`src/nvm_ctrl_pkg.sv`:
```
// Constants and types for the byte EEPROM nonvolatile memory controller
package nvm_ctrl_pkg;
  localparam logic [7:0]  OFF_ADDR   = 8'h00;
  localparam logic [7:0]  OFF_DATA   = 8'h04;
  localparam logic [7:0]  OFF_CON0   = 8'h08;
  localparam logic [7:0]  OFF_CMD    = 8'h0c;
  localparam logic [7:0]  OFF_KEY    = 8'h10;
  localparam logic [7:0]  OFF_STATUS = 8'h14;
  localparam int          GATE_BIT   = 7;
  localparam int          FAULT_BIT  = 4;
  localparam int          WIPE_BIT   = 6;
  localparam int          BPROG_BIT  = 5;
  localparam int          PROG_BIT   = 4;
  localparam int          BFETCH_BIT = 1;
  localparam int          FETCH_BIT  = 0;
  localparam int          DONE_BIT   = 0;
  localparam int          BUSY_BIT   = 1;
  localparam logic [7:0]  KEY_FIRST  = 8'h55;
  localparam logic [7:0]  KEY_SECOND = 8'haa;
  localparam logic [7:0]  ERASED     = 8'hff;
  localparam logic [21:0] DATA_BASE  = 22'h380000;
  localparam logic [21:0] UID_BASE   = 22'h200000;
  localparam logic [21:0] CFG_BASE   = 22'h300000;
  localparam logic [21:0] DEVID_BASE = 22'h3ffffc;
  localparam int          DATA_DEPTH = 256;
  localparam int          SECT_DEPTH = 8;
  localparam logic [31:0] DEV_ID_VAL = 32'h00a5_5a01;  // Arbitrary value
  localparam int          CLK_NS     = 50;
  localparam int          ERASE_NS   = 2000000;
  localparam int          PROG_NS    = 2000000;
  localparam int          ERASE_CYC  = (ERASE_NS + CLK_NS - 1) / CLK_NS;
  localparam int          PROG_CYC   = (PROG_NS + CLK_NS - 1) / CLK_NS;
  typedef enum logic [1:0] {
    ST_IDLE  = 2'b00,
    ST_ERASE = 2'b01,
    ST_PROG  = 2'b11,
    ST_DONE  = 2'b10
  } state_t;
  typedef enum logic [1:0] {
    OP_BYTE = 2'b00,
    OP_CFG  = 2'b01,
    OP_WIPE = 2'b10
  } op_t;
endpackage

```
`src/byte_eeprom_nvm_controller.sv`:
```
// Byte EEPROM controller with APB register access and write sequencing
`timescale 1ns/10ps
module byte_eeprom_nvm_controller #(
  parameter int unsigned ERASE_CYCLES = nvm_ctrl_pkg::ERASE_CYC,
  parameter int unsigned PROG_CYCLES  = nvm_ctrl_pkg::PROG_CYC
) (
  input  wire logic        i_ref_clk,
  input  wire logic        i_reset_n,
  input  wire logic        i_external_pin_reset,
  input  wire logic        i_watchdog_timeout,
  input  wire logic        i_power_up_delay_window,
  input  wire logic        i_psel,
  input  wire logic        i_penable,
  input  wire logic        i_pwrite,
  input  wire logic [7:0]  i_paddr,
  input  wire logic [31:0] i_pwdata,
  input  wire logic        i_table_write_instruction,
  input  wire logic [2:0]  i_table_pointer,
  input  wire logic [7:0]  i_table_latch,
  output logic [31:0]      o_prdata,
  output logic             o_pready,
  output logic             o_pslverr,
  output logic             o_serial_access_en
);
  logic [1:0]  rst_sync_reg;
  wire         rst_n = rst_sync_reg[1];
  logic [7:0]  data_mem [nvm_ctrl_pkg::DATA_DEPTH];
  logic [7:0]  uid_mem  [nvm_ctrl_pkg::SECT_DEPTH];
  // Shipped as all zeros: no protection until a block program sets it
  logic [7:0]  cfg_mem  [nvm_ctrl_pkg::SECT_DEPTH] = '{default: 8'h00};
  logic [7:0]  hold_mem [nvm_ctrl_pkg::SECT_DEPTH];
  logic [21:0] target_location_reg;
  logic [15:0] memory_word_reg;
  logic        memctl_unlock_gate_reg;
  logic        memop_fault_flag_reg;
  logic        memop_done_irq_flag_reg;
  logic [1:0]  key_stage_reg;
  logic [1:0]  key_stage_next;
  logic [1:0]  prot_save_reg;
  logic [19:0] timer_reg;
  logic        pready_reg;
  logic        pslverr_reg;
  logic [31:0] prdata_reg;
  logic        serial_en_reg;
  nvm_ctrl_pkg::state_t state_reg;
  nvm_ctrl_pkg::op_t    op_reg;

  always_ff @(posedge i_ref_clk or negedge i_reset_n) begin
    if (!i_reset_n) rst_sync_reg <= 2'b00;
    else            rst_sync_reg <= {rst_sync_reg[0], 1'b1};
  end

  // Bus decode; one wait state so every answer comes from a flop
  wire       apb_done  = i_psel & i_penable & pready_reg;
  wire       wr_en     = apb_done & i_pwrite;
  wire       sel_addr  = i_paddr == nvm_ctrl_pkg::OFF_ADDR;
  wire       sel_data  = i_paddr == nvm_ctrl_pkg::OFF_DATA;
  wire       sel_con0  = i_paddr == nvm_ctrl_pkg::OFF_CON0;
  wire       sel_cmd   = i_paddr == nvm_ctrl_pkg::OFF_CMD;
  wire       sel_key   = i_paddr == nvm_ctrl_pkg::OFF_KEY;
  wire       sel_stat  = i_paddr == nvm_ctrl_pkg::OFF_STATUS;
  wire       mapped    = sel_addr | sel_data | sel_con0 | sel_cmd | sel_key | sel_stat;
  wire [7:0] wd        = i_pwdata[7:0];
  wire       busy      = state_reg != nvm_ctrl_pkg::ST_IDLE;
  wire       soft_rst  = i_external_pin_reset | i_watchdog_timeout;

  // Space decode from the target address
  wire [21:0] ta       = target_location_reg;
  wire in_data  = ta[21:8] == nvm_ctrl_pkg::DATA_BASE[21:8];
  wire in_uid   = ta[21:3] == nvm_ctrl_pkg::UID_BASE[21:3];
  wire in_cfg   = ta[21:3] == nvm_ctrl_pkg::CFG_BASE[21:3];
  wire in_devid = ta[21:2] == nvm_ctrl_pkg::DEVID_BASE[21:2];
  wire wr_prot  = cfg_mem[0][1];
  wire code_prot = cfg_mem[0][0];

  // Key stage resets on any other write, so the request must follow directly
  wire unlocked = key_stage_reg == 2'd2;
  always_comb begin
    key_stage_next = key_stage_reg;
    if (wr_en) begin
      if (sel_key && wd == nvm_ctrl_pkg::KEY_FIRST)
        key_stage_next = 2'd1;
      else if (sel_key && wd == nvm_ctrl_pkg::KEY_SECOND && key_stage_reg == 2'd1)
        key_stage_next = 2'd2;
      else
        key_stage_next = 2'd0;
    end
  end

  // Requests: gate masks all, unlock needed for all but single read
  wire cmd_wr      = wr_en & sel_cmd & ~busy & memctl_unlock_gate_reg;
  wire fetch_req   = cmd_wr & wd[nvm_ctrl_pkg::FETCH_BIT];
  wire prog_req    = cmd_wr & unlocked & wd[nvm_ctrl_pkg::PROG_BIT];
  wire bprog_req   = cmd_wr & unlocked & wd[nvm_ctrl_pkg::BPROG_BIT];
  wire bwipe_req   = cmd_wr & unlocked & wd[nvm_ctrl_pkg::WIPE_BIT];
  wire bfetch_req  = cmd_wr & unlocked & wd[nvm_ctrl_pkg::BFETCH_BIT];
  wire data_ok     = in_data & ~wr_prot & ~i_power_up_delay_window;
  wire prog_ok     = prog_req & (data_ok | in_uid);
  wire bprog_ok    = bprog_req & in_cfg;
  wire bwipe_ok    = bwipe_req & in_uid;
  wire bfetch_ok   = bfetch_req & in_cfg;
  wire bad_req     = (prog_req & ~prog_ok) | (bprog_req & ~bprog_ok)
                   | (bwipe_req & ~bwipe_ok) | (bfetch_req & ~bfetch_ok);
  wire start_wr    = prog_ok | bprog_ok | bwipe_ok;
  wire abort_wr    = soft_rst & busy;
  wire erase_end   = state_reg == nvm_ctrl_pkg::ST_ERASE && timer_reg == 20'h00000;
  wire prog_end    = state_reg == nvm_ctrl_pkg::ST_PROG && timer_reg == 20'h00000;
  wire sw_fault_clr  = wr_en & sel_con0 & ~wd[nvm_ctrl_pkg::FAULT_BIT];
  wire sw_done_clr   = wr_en & sel_stat & ~wd[nvm_ctrl_pkg::DONE_BIT];
  wire set_done      = state_reg == nvm_ctrl_pkg::ST_DONE;

  wire [7:0] dev_byte  = 8'(nvm_ctrl_pkg::DEV_ID_VAL >> {ta[1:0], 3'b000});
  wire [7:0] read_byte = in_data  ? data_mem[ta[7:0]] :
                         in_uid   ? uid_mem[ta[2:0]]  :
                         in_cfg   ? cfg_mem[ta[2:0]]  :
                         in_devid ? dev_byte          : 8'h00;
  wire [7:0] cmd_view  = {1'b0,
                          busy && op_reg == nvm_ctrl_pkg::OP_WIPE,
                          busy && op_reg == nvm_ctrl_pkg::OP_CFG,
                          busy && op_reg == nvm_ctrl_pkg::OP_BYTE,
                          4'h0};
  wire [31:0] rd_mux   = sel_addr ? {10'h000, target_location_reg} :
                         sel_data ? {16'h0000, memory_word_reg} :
                         sel_con0 ? {24'h000000, memctl_unlock_gate_reg, 2'b00,
                                     memop_fault_flag_reg, 4'h0} :
                         sel_cmd  ? {24'h000000, cmd_view} :
                         sel_stat ? {30'h00000000, busy, memop_done_irq_flag_reg} :
                                    32'h00000000;

  always_ff @(posedge i_ref_clk or negedge rst_n) begin
    if (!rst_n) begin
      pready_reg  <= 1'b0;
      pslverr_reg <= 1'b0;
      prdata_reg  <= 32'h00000000;
    end else begin
      pready_reg  <= i_psel & i_penable & ~pready_reg;
      pslverr_reg <= i_psel & i_penable & ~pready_reg & ~mapped;
      prdata_reg  <= rd_mux;
    end
  end

  // Gate: software only, cleared by any reset
  always_ff @(posedge i_ref_clk or negedge rst_n) begin
    if (!rst_n)                   memctl_unlock_gate_reg <= 1'b0;
    else if (soft_rst)            memctl_unlock_gate_reg <= 1'b0;
    else if (wr_en && sel_con0)   memctl_unlock_gate_reg <= wd[nvm_ctrl_pkg::GATE_BIT];
  end

  // Sticky flags; a set in the clearing cycle wins
  always_ff @(posedge i_ref_clk or negedge rst_n) begin
    if (!rst_n) begin
      memop_fault_flag_reg    <= 1'b0;
      memop_done_irq_flag_reg <= 1'b0;
    end else begin
      memop_fault_flag_reg    <= (bad_req | abort_wr)
                                 | (memop_fault_flag_reg & ~sw_fault_clr);
      memop_done_irq_flag_reg <= set_done | (memop_done_irq_flag_reg & ~sw_done_clr);
    end
  end

  always_ff @(posedge i_ref_clk or negedge rst_n) begin
    if (!rst_n) begin
      key_stage_reg       <= 2'd0;
      target_location_reg <= 22'h000000;
      memory_word_reg     <= 16'h0000;
      serial_en_reg       <= 1'b0;
    end else begin
      key_stage_reg <= soft_rst ? 2'd0 : key_stage_next;
      serial_en_reg <= ~code_prot;
      if (wr_en && sel_addr && !busy)
        target_location_reg <= i_pwdata[21:0];
      if (fetch_req)
        memory_word_reg <= {8'h00, read_byte};
      else if (wr_en && sel_data && !busy)
        memory_word_reg <= i_pwdata[15:0];
    end
  end

  // Write sequencer: erase phase then program phase, timer driven
  always_ff @(posedge i_ref_clk or negedge rst_n) begin
    if (!rst_n) begin
      state_reg     <= nvm_ctrl_pkg::ST_IDLE;
      op_reg        <= nvm_ctrl_pkg::OP_BYTE;
      timer_reg     <= 20'h00000;
      prot_save_reg <= 2'b00;
    end else if (soft_rst) begin
      state_reg <= nvm_ctrl_pkg::ST_IDLE;
    end else begin
      case (state_reg)
        nvm_ctrl_pkg::ST_IDLE: begin
          if (start_wr) begin
            state_reg     <= nvm_ctrl_pkg::ST_ERASE;
            timer_reg     <= 20'(ERASE_CYCLES - 1);
            prot_save_reg <= cfg_mem[0][1:0];
            op_reg        <= prog_ok  ? nvm_ctrl_pkg::OP_BYTE :
                             bprog_ok ? nvm_ctrl_pkg::OP_CFG  : nvm_ctrl_pkg::OP_WIPE;
          end
        end
        nvm_ctrl_pkg::ST_ERASE: begin
          if (erase_end) begin
            state_reg <= nvm_ctrl_pkg::ST_PROG;
            timer_reg <= 20'(PROG_CYCLES - 1);
          end else begin
            timer_reg <= timer_reg - 20'h00001;
          end
        end
        nvm_ctrl_pkg::ST_PROG: begin
          if (prog_end) state_reg <= nvm_ctrl_pkg::ST_DONE;
          else          timer_reg <= timer_reg - 20'h00001;
        end
        nvm_ctrl_pkg::ST_DONE: state_reg <= nvm_ctrl_pkg::ST_IDLE;
        default:               state_reg <= nvm_ctrl_pkg::ST_IDLE;
      endcase
    end
  end

  // Array updates; arrays are nonvolatile so they carry no reset
  always_ff @(posedge i_ref_clk) begin
    if (erase_end && op_reg == nvm_ctrl_pkg::OP_BYTE) begin
      if (in_data) data_mem[ta[7:0]] <= nvm_ctrl_pkg::ERASED;
      else         uid_mem[ta[2:0]]  <= nvm_ctrl_pkg::ERASED;
    end
    if (prog_end && op_reg == nvm_ctrl_pkg::OP_BYTE) begin
      if (in_data) data_mem[ta[7:0]] <= memory_word_reg[7:0];
      else         uid_mem[ta[2:0]]  <= memory_word_reg[7:0];
    end
    for (int i = 0; i < nvm_ctrl_pkg::SECT_DEPTH; i++) begin
      if (erase_end && op_reg == nvm_ctrl_pkg::OP_WIPE)
        uid_mem[i] <= nvm_ctrl_pkg::ERASED;
      if (erase_end && op_reg == nvm_ctrl_pkg::OP_CFG)
        cfg_mem[i] <= nvm_ctrl_pkg::ERASED;
      if (prog_end && op_reg == nvm_ctrl_pkg::OP_CFG)
        cfg_mem[i] <= (i == 0) ? (hold_mem[i] | {6'h00, prot_save_reg}) : hold_mem[i];
      if (bfetch_ok)
        hold_mem[i] <= cfg_mem[i];
    end
    // Holding bytes loaded by table writes between block fetch and program
    if (i_table_write_instruction && !busy)
      hold_mem[i_table_pointer] <= i_table_latch;
  end

  assign o_prdata           = prdata_reg;
  assign o_pready           = pready_reg;
  assign o_pslverr          = pslverr_reg;
  assign o_serial_access_en = serial_en_reg;
endmodule // byte_eeprom_nvm_controller

```
`config.mk`:
```
export PLATFORM = sky130hd
export DESIGN_NAME = byte_eeprom_nvm_controller
export DESIGN_NICKNAME = d
export VERILOG_FILES = /design/src/nvm_ctrl_pkg.sv /design/src/byte_eeprom_nvm_controller.sv
export SDC_FILE = /design/constraint.sdc
export NUM_CORES = 2
export LEC_CHECK = 0
export BUFFER_PORTS_ARGS = -buffer_cell sky130_fd_sc_hd__buf_2
export CORE_ASPECT_RATIO = 1.2
export CORE_MARGIN = 8
export CORE_UTILIZATION = 40
export CTS_CLUSTER_SIZE = 40
export DETAILED_ROUTE_END_ITERATION = 8
export PLACE_DENSITY = 0.52
export SKIP_LAST_GASP = 1
export SLEW_MARGIN = 10
export SYNTH_ARGS = -nofsm -noshare
export SYNTH_HDL_FRONTEND = slang
export SYNTH_SLANG_ARGS = --single-unit
```
`constraint.sdc`:
```
create_clock -name i_ref_clk -period 3.3 [get_ports i_ref_clk]
set_input_delay 0.33 -clock i_ref_clk [delete_from_list [all_inputs] [get_ports i_ref_clk]]
set_output_delay 0.33 -clock i_ref_clk [all_outputs]
set_load 0.1 [all_outputs]
```
; ---- Word-level counts from Yosys, hierarchy flattened
; Memories as Yosys holds them, arrays and structs flattened.
; Index checks and enable logic that the tools add are counted.
[word_totals]
ff_bits = 96
ram_bits = 2240
memories = 4
[memory_table]
columns = name, depth, width, rd, rd_ports_with_merged_regs, write_ports, line_no
row1 = data_mem, 256, 8, 1, 0, 1, byte_eeprom_nvm_controller.sv:27  ; logic [7:0] data_mem [nvm_ctrl_pkg::DATA_DEPTH];
row2 = cfg_mem, 8, 8, 9, 0, 8, byte_eeprom_nvm_controller.sv:30  ; logic [7:0] cfg_mem [nvm_ctrl_pkg::SECT_DEPTH] = '{default: 8'h00};
row3 = hold_mem, 8, 8, 8, 0, 9, byte_eeprom_nvm_controller.sv:31  ; logic [7:0] hold_mem [nvm_ctrl_pkg::SECT_DEPTH];
row4 = uid_mem, 8, 8, 1, 0, 8, byte_eeprom_nvm_controller.sv:28  ; logic [7:0] uid_mem [nvm_ctrl_pkg::SECT_DEPTH];
[op_classes]
addsub = 1
eq_ne = 23
shifts = 1
n_mux = 61
bitwise_logic = 72
n_reduce_logical = 33
[op_table]
columns = op, count
row1 = $mux 8, 16
row2 = $mux 20, 3
row3 = $pmux 20 s3, 1
row4 = $mux 16, 3
row5 = $eq 19x19->1 const B, 2
row6 = $and 1x1->1, 31
row7 = $or 1x1->1, 25
row8 = $shr 24x5->8 const A, 1
row9 = $mux 1, 23
row10 = $mux 2, 11
row11 = $mux 22, 1
row12 = $eq 20x20->1 const B, 1
row13 = $logic_not 20->1, 1
row14 = $sub 20x1->20 const B, 1
row15 = $logic_and 1x1->1, 19
row16 = $eq 8x4->1 const B, 2
row17 = $eq 8x5->1 const B, 2
row18 = $not 1->1, 15
row19 = $eq 14x14->1 const B, 1
row20 = $ne 3x3->1 const B, 3
row21 = $eq 2x2->1 const B, 4
row22 = $eq 8x3->1 const B, 1
row23 = $eq 8x7->1 const B, 1
row24 = $eq 8x8->1 const B, 1
row25 = 14 further kinds, 22

; ---- Depth between registers and ports, before layout
[depth]
word_depth = 16
mapped_depth = 13
ltp_nobuf = 10

; ---- Worst setup path before layout
; OpenSTA, ideal clock, no wires.
[synth_path]
path_kind = reg2reg
startpoint = register timer_reg[12]
endpoint = memory cfg_mem[0][2], data pin
setup_ns = 0.262
arrival_time_ns = 6.160
required_time_ns = 3.038
setup_slack_ns = -3.122
stages_incl_launch_ff = 8
period_less_slack_ns = 6.422
path_cell_list = dfrtp_1 or4_4 nor3b_4 nand3_4 nor4_2 nand2_1 clkbuf_1 or2_2
[synth_lines]
columns = item, line_no
row1 = "start, declared", byte_eeprom_nvm_controller.sv:40  ; logic [19:0] timer_reg;
row2 = "start signal, assigned", byte_eeprom_nvm_controller.sv:193  ; timer_reg <= 20'(ERASE_CYCLES - 1);
row3 = "start signal, assigned", byte_eeprom_nvm_controller.sv:202  ; timer_reg <= 20'(PROG_CYCLES - 1);
row4 = "start signal, assigned", byte_eeprom_nvm_controller.sv:204  ; timer_reg <= timer_reg - 20'h00001;
row5 = "end, declared", byte_eeprom_nvm_controller.sv:30

; ---- Final worst setup path
[layout_path]
startpoint = register timer_reg[10]
endpoint = memory data_mem[188][0], data pin
[layout_via]
elab_chain_cells = 6
[layout_lines]
columns = item, line_no
row1 = $logic_not 20->1, byte_eeprom_nvm_controller.sv:107  ; wire prog_end = state_reg == nvm_ctrl_pkg::ST_PROG && timer_reg == 20'h00000;
row2 = $logic_and 1x1->1, byte_eeprom_nvm_controller.sv:107
row3 = $logic_and 1x1->1, byte_eeprom_nvm_controller.sv:223  ; if (prog_end && op_reg == nvm_ctrl_pkg::OP_BYTE) begin
row4 = $mux 1, byte_eeprom_nvm_controller.sv:223
row5 = $mux 1 (implied by the code), byte_eeprom_nvm_controller.sv:224  ; if (in_data) data_mem[ta[7:0]] <= memory_word_reg[7:0];
row6 = $mux 8 (no source line), n/a
row7 = "end, declared", byte_eeprom_nvm_controller.sv:27
; Every way passes these cells.

==> metrics list <==
- Number of antenna violations at the first check in global routing: 9
* Final-layout setup total negative slack: -0.005207 ns
- The final-report hold violation count came to 0.
- Worst reg-to-reg path cell count: 7
- Standby leakage power: 42.25 nW
- Setup repair after global routing could not meet its margin everywhere.
- The path class of the tightest hold or removal check is input port to register.
- Die Span X: 454.5 um
* Number of flip-flops under the largest register name: 2048
- Minimum setup slack after placement: -0.3411 ns
- Static timing analysis puts the maximum clock frequency at 302.9 MHz.
* Synth Flop Type: sky130_fd_sc_hd__edfxtp_1
- Cell-internal power: 0.04672 W
* Weighted congestion at the end of routability-driven global placement: 0.8642
* DIE HEIGHT: 542.2 um
- Via count of the routed design: 49419
- The endpoint identified for the worst register-to-register timing path is data_mem[188][0].
- Arrival time reported for the critical path endpoint: 3.62 ns
- Dividing total power by cell area gives a power density of 531.2 nW/um2.
- Most used cells in the layout excluding fill and tap cells: 2176 x sky130_fd_sc_hd__edfxtp_1, 641 x sky130_fd_sc_hd__buf_4, 548 x sky130_fd_sc_hd__mux4_2
- Number of enable flip-flop cells after synthesis: 2176
- Setup violations remaining at the end of the flow were counted as 4.
- Clock Power Share: 44.6%
- The final reports fail on setup timing.
- The H-tree generated during clock tree synthesis spans 4 levels.
- The count of final max-slew check failures is 0.
- The synthesized netlist occupies a cell area of 92280 um2.
- The critical path in this run is classified as register to register.
* Max capacitance violation total: 0
* Normalized max-slew margin: 22.82%
- Final Critical Period: 3.302 ns
* Count of buffers from port buffering: 74
- Net switching is 19.78% of the power.
- The clock drives 2336 sinks.
- Inserted Clock Buffers: 235
- Share of final-layout standard cells stronger than drive strength 1: 33.31%
- In this run the count of I/O pins placed on the die edge is 95.
- After clock tree synthesis, the clock-pin slew on the worst setup and hold paths is 0.06 ns.
* ANT nets after route: 0
- The flow ran to the end, but the final reports show violations.
* Via density per instance: 5.668
- Area after DPL: 101700 um2
* Sequential fraction of the synthesis area: 74.80%
- Growth of design area from synthesis to finish: 18.80%
- Iteration-0 DRC Markers: 4657
- Dividing the detail-routed wire length by the instance count gives 30.98 um.
* Cell chosen for the clock root: sky130_fd_sc_hd__clkbuf_16
* Overall overflow remaining after global route: 0
- Yosys mapped the design onto 81 distinct sky130hd cell types.
* Share of power burned in combinational logic: 0.7%
* Maximum number of pins on one net before global-route repair: 165
* Buffer depth of the longest clock path: 4
* Min setup slack post-route: -0.001676 ns
* Placeable core area: 229900 um2
* Synthesized area per cell: 19.69 um2
- The via count of the first global-routing pass is 50607.
* Destination of the worst hold path: o_prdata[7]
- # nets final: 5571
* Initial DRT Pass Iterations: 8
- Tcrit/Tclk final: 100.1%
* Worst hold slack across all endpoints: 0.07059 ns
- After legalization and detailed placement, the total HPWL measured 177.1 mm.
- Yosys printed 0 warnings.
- Reg2Reg Launch Point: timer_reg[10]
- Share of total power in sequential cells: 54.8%
- Sum of internal, switching and leakage power: 0.05824 W
* Slew of the pin with the lowest slew margin: 1.158 ns
- The library cell used most frequently in the layout, excluding fill and tap cells, is sky130_fd_sc_hd__edfxtp_1.
* Site Rows: 193
- Initial core utilization: 40.14%
- Post-layout instance area: 109600 um2
- Net switching power of the design: 0.01152 W
* Number of remaining DRC errors: 0
- Global-route wire length before repair: 383.5 mm
- Proportion of synthesized flip-flops having asynchronous set or reset: 4.110%
- Global routing used 21.56% of the available tracks.
* Total wire length: 270.2 mm
- CP max FO: 164
- The worst setup path is captured at a register.
- Hold-critical path depth: 4
* Setup skew after layout: 0.06623 ns
- For the worst setup path, the data required time is 3.62 ns.
- TritonCTS built the clock tree.
* Number of standard cells after synthesis: 4687
- After synthesis the netlist holds a flip-flop and latch count of 2336.
- The later pin in the worst-skew pair is clocked with a latency of 0.91 ns.
- The filler cells instantiated in the layout total 19266.
- IR analysis of the VDD net gives a maximum drop of 440.9 uV.
- The startpoint identified for the worst hold timing path is i_paddr[5].
- Worst Setup Start Kind: register
- Die outline area: 246400 um2
- The worst register-to-register path has a setup slack of -0.002 ns.
==> repair_timing <==
item                                    CTS  global route
buffers inserted                          4             0
gates resized for setup                   6            14
hold buffers                             45             0
endpoints found under the hold margin   111             0
endpoints found under the setup margin    7           124
gates cloned                              0             0
==> critical path, stage by stage, from the launching register on <==
cell and delay (ns):
sky130_fd_sc_hd__dfrtp_1 0.43, sky130_fd_sc_hd__or4_4 0.52, sky130_fd_sc_hd__nor3b_4 0.23, sky130_fd_sc_hd__nand3_4 0.14, sky130_fd_sc_hd__nor3_4 0.29, sky130_fd_sc_hd__nand2_2 0.21
sky130_fd_sc_hd__or2_4 0.31, sky130_fd_sc_hd__buf_12 0.21
==> stage by stage <==
step	util [%]	std cells
2_1_floorplan	-	4696
3_3_place_gp	44.23	8245
3_5_place_dp	44.23	8245
4_1_cts	47.65	8717
5_1_grt	47.69	8719
6_report	47.69	8719
==> worst max-delay path by stage <==
stage	startpoint	slack [ns]	endpoint	cells past startpoint
2_1_floorplan	timer_reg[12]	-1.38	cfg_mem[0][2]	7
3_3_place_gp	ta[3]	-0.65	memory_word_reg[6]	9
3_5_place_dp	ta[3]	-0.34	memory_word_reg[4]	9
4_1_cts	ta[3]	-0.05	memory_word_reg[4]	8
5_1_grt	ta[0]	-0.08	memory_word_reg[7]	11
6_report	timer_reg[10]	-0.002	data_mem[188][0]	7
==> Yosys cell counts (all sizes together) (3+ instances only) <==
cell / count / area [um2]
o21ai: 61 / 309.0
o22a: 4 / 35.03
nor3b: 4 / 46.29
edfxtp: 2176 / 65340
nand2b: 11 / 68.82
nand4: 11 / 68.82
clkbuf: 102 / 382.9
and3: 15 / 93.84
nand2: 203 / 767.0
nor4: 21 / 152.6
and4: 3 / 26.28
a311oi: 3 / 26.28
o221ai: 3 / 26.28
dfxtp: 64 / 1281
o22ai: 82 / 513.0
dfrtp: 96 / 2402
a22o: 19 / 166.4
o41ai: 4 / 35.03
o31ai: 6 / 45.04
or4: 8 / 67.56
a21oi: 93 / 465.5
a22oi: 69 / 518.0
a211oi: 5 / 37.54
inv: 14 / 52.55
or2: 81 / 509.2
mux2i: 166 / 1662
nor2: 349 / 1320
nand3: 58 / 312.8
nor3: 28 / 200.2
buf: 173 / 1124
a32oi: 8 / 70.07
a221oi: 6 / 52.55
or3: 9 / 61.31
mux2: 90 / 1013
nor2b: 14 / 87.58
a21boi: 6 / 45.05
and2: 12 / 75.08
mux4: 548 / 12340
a31oi: 25 / 156.4
o211ai: 9 / 67.56
==> power groups by stage <==
stage	Clock (W)	Combinational [W]	Sequential (W)
detailed placement	0	0.000340	0.0325
global placement	0	0.000340	0.0325
global route	0.0276	0.000399	0.0319
finish	0.0260	0.000379	0.0319
floorplan	0	0.000174	0.0325
CTS	0.0265	0.000380	0.0319
==> cells by family (layout without fill, tap and decap cells) <==
kind of cell    Yosys count  after routing  share of synthesized area (%)
compound gates          418            418                          2.931
fa+ha+maj                 2              2                        0.02711
simple gates            836            836                          4.268
flops                  2336           2336                          74.80
other cells               2             13                       0.008138
mux                     804            804                          16.27
buf+inv                 289           1288                          1.689
==> cell type report <==
class / count / area (um2) / area share (%)
Clock buffer: 297 / 6193 / 5.649
Timing Repair Buffer: 851 / 7451 / 6.796
Sequential cell: 2336 / 69050 / 62.98
Tap cell: 3022 / 3781 / 3.449
Antenna cell: 2 / 5.005 / 0.004565
Clock inverter: 126 / 1151 / 1.050
Multi-Input combinational cell: 2071 / 21950 / 20.02
Inverter: 14 / 57.56 / 0.05250
==> routing by layer <==
layer	track usage, %	routed length (um)
met5	0	40
met4	6.661	9045
met3	3.560	16760
met2	36.63	135000
met1	28.60	109300
Note: power is estimated with default switching activity, not from simulation.
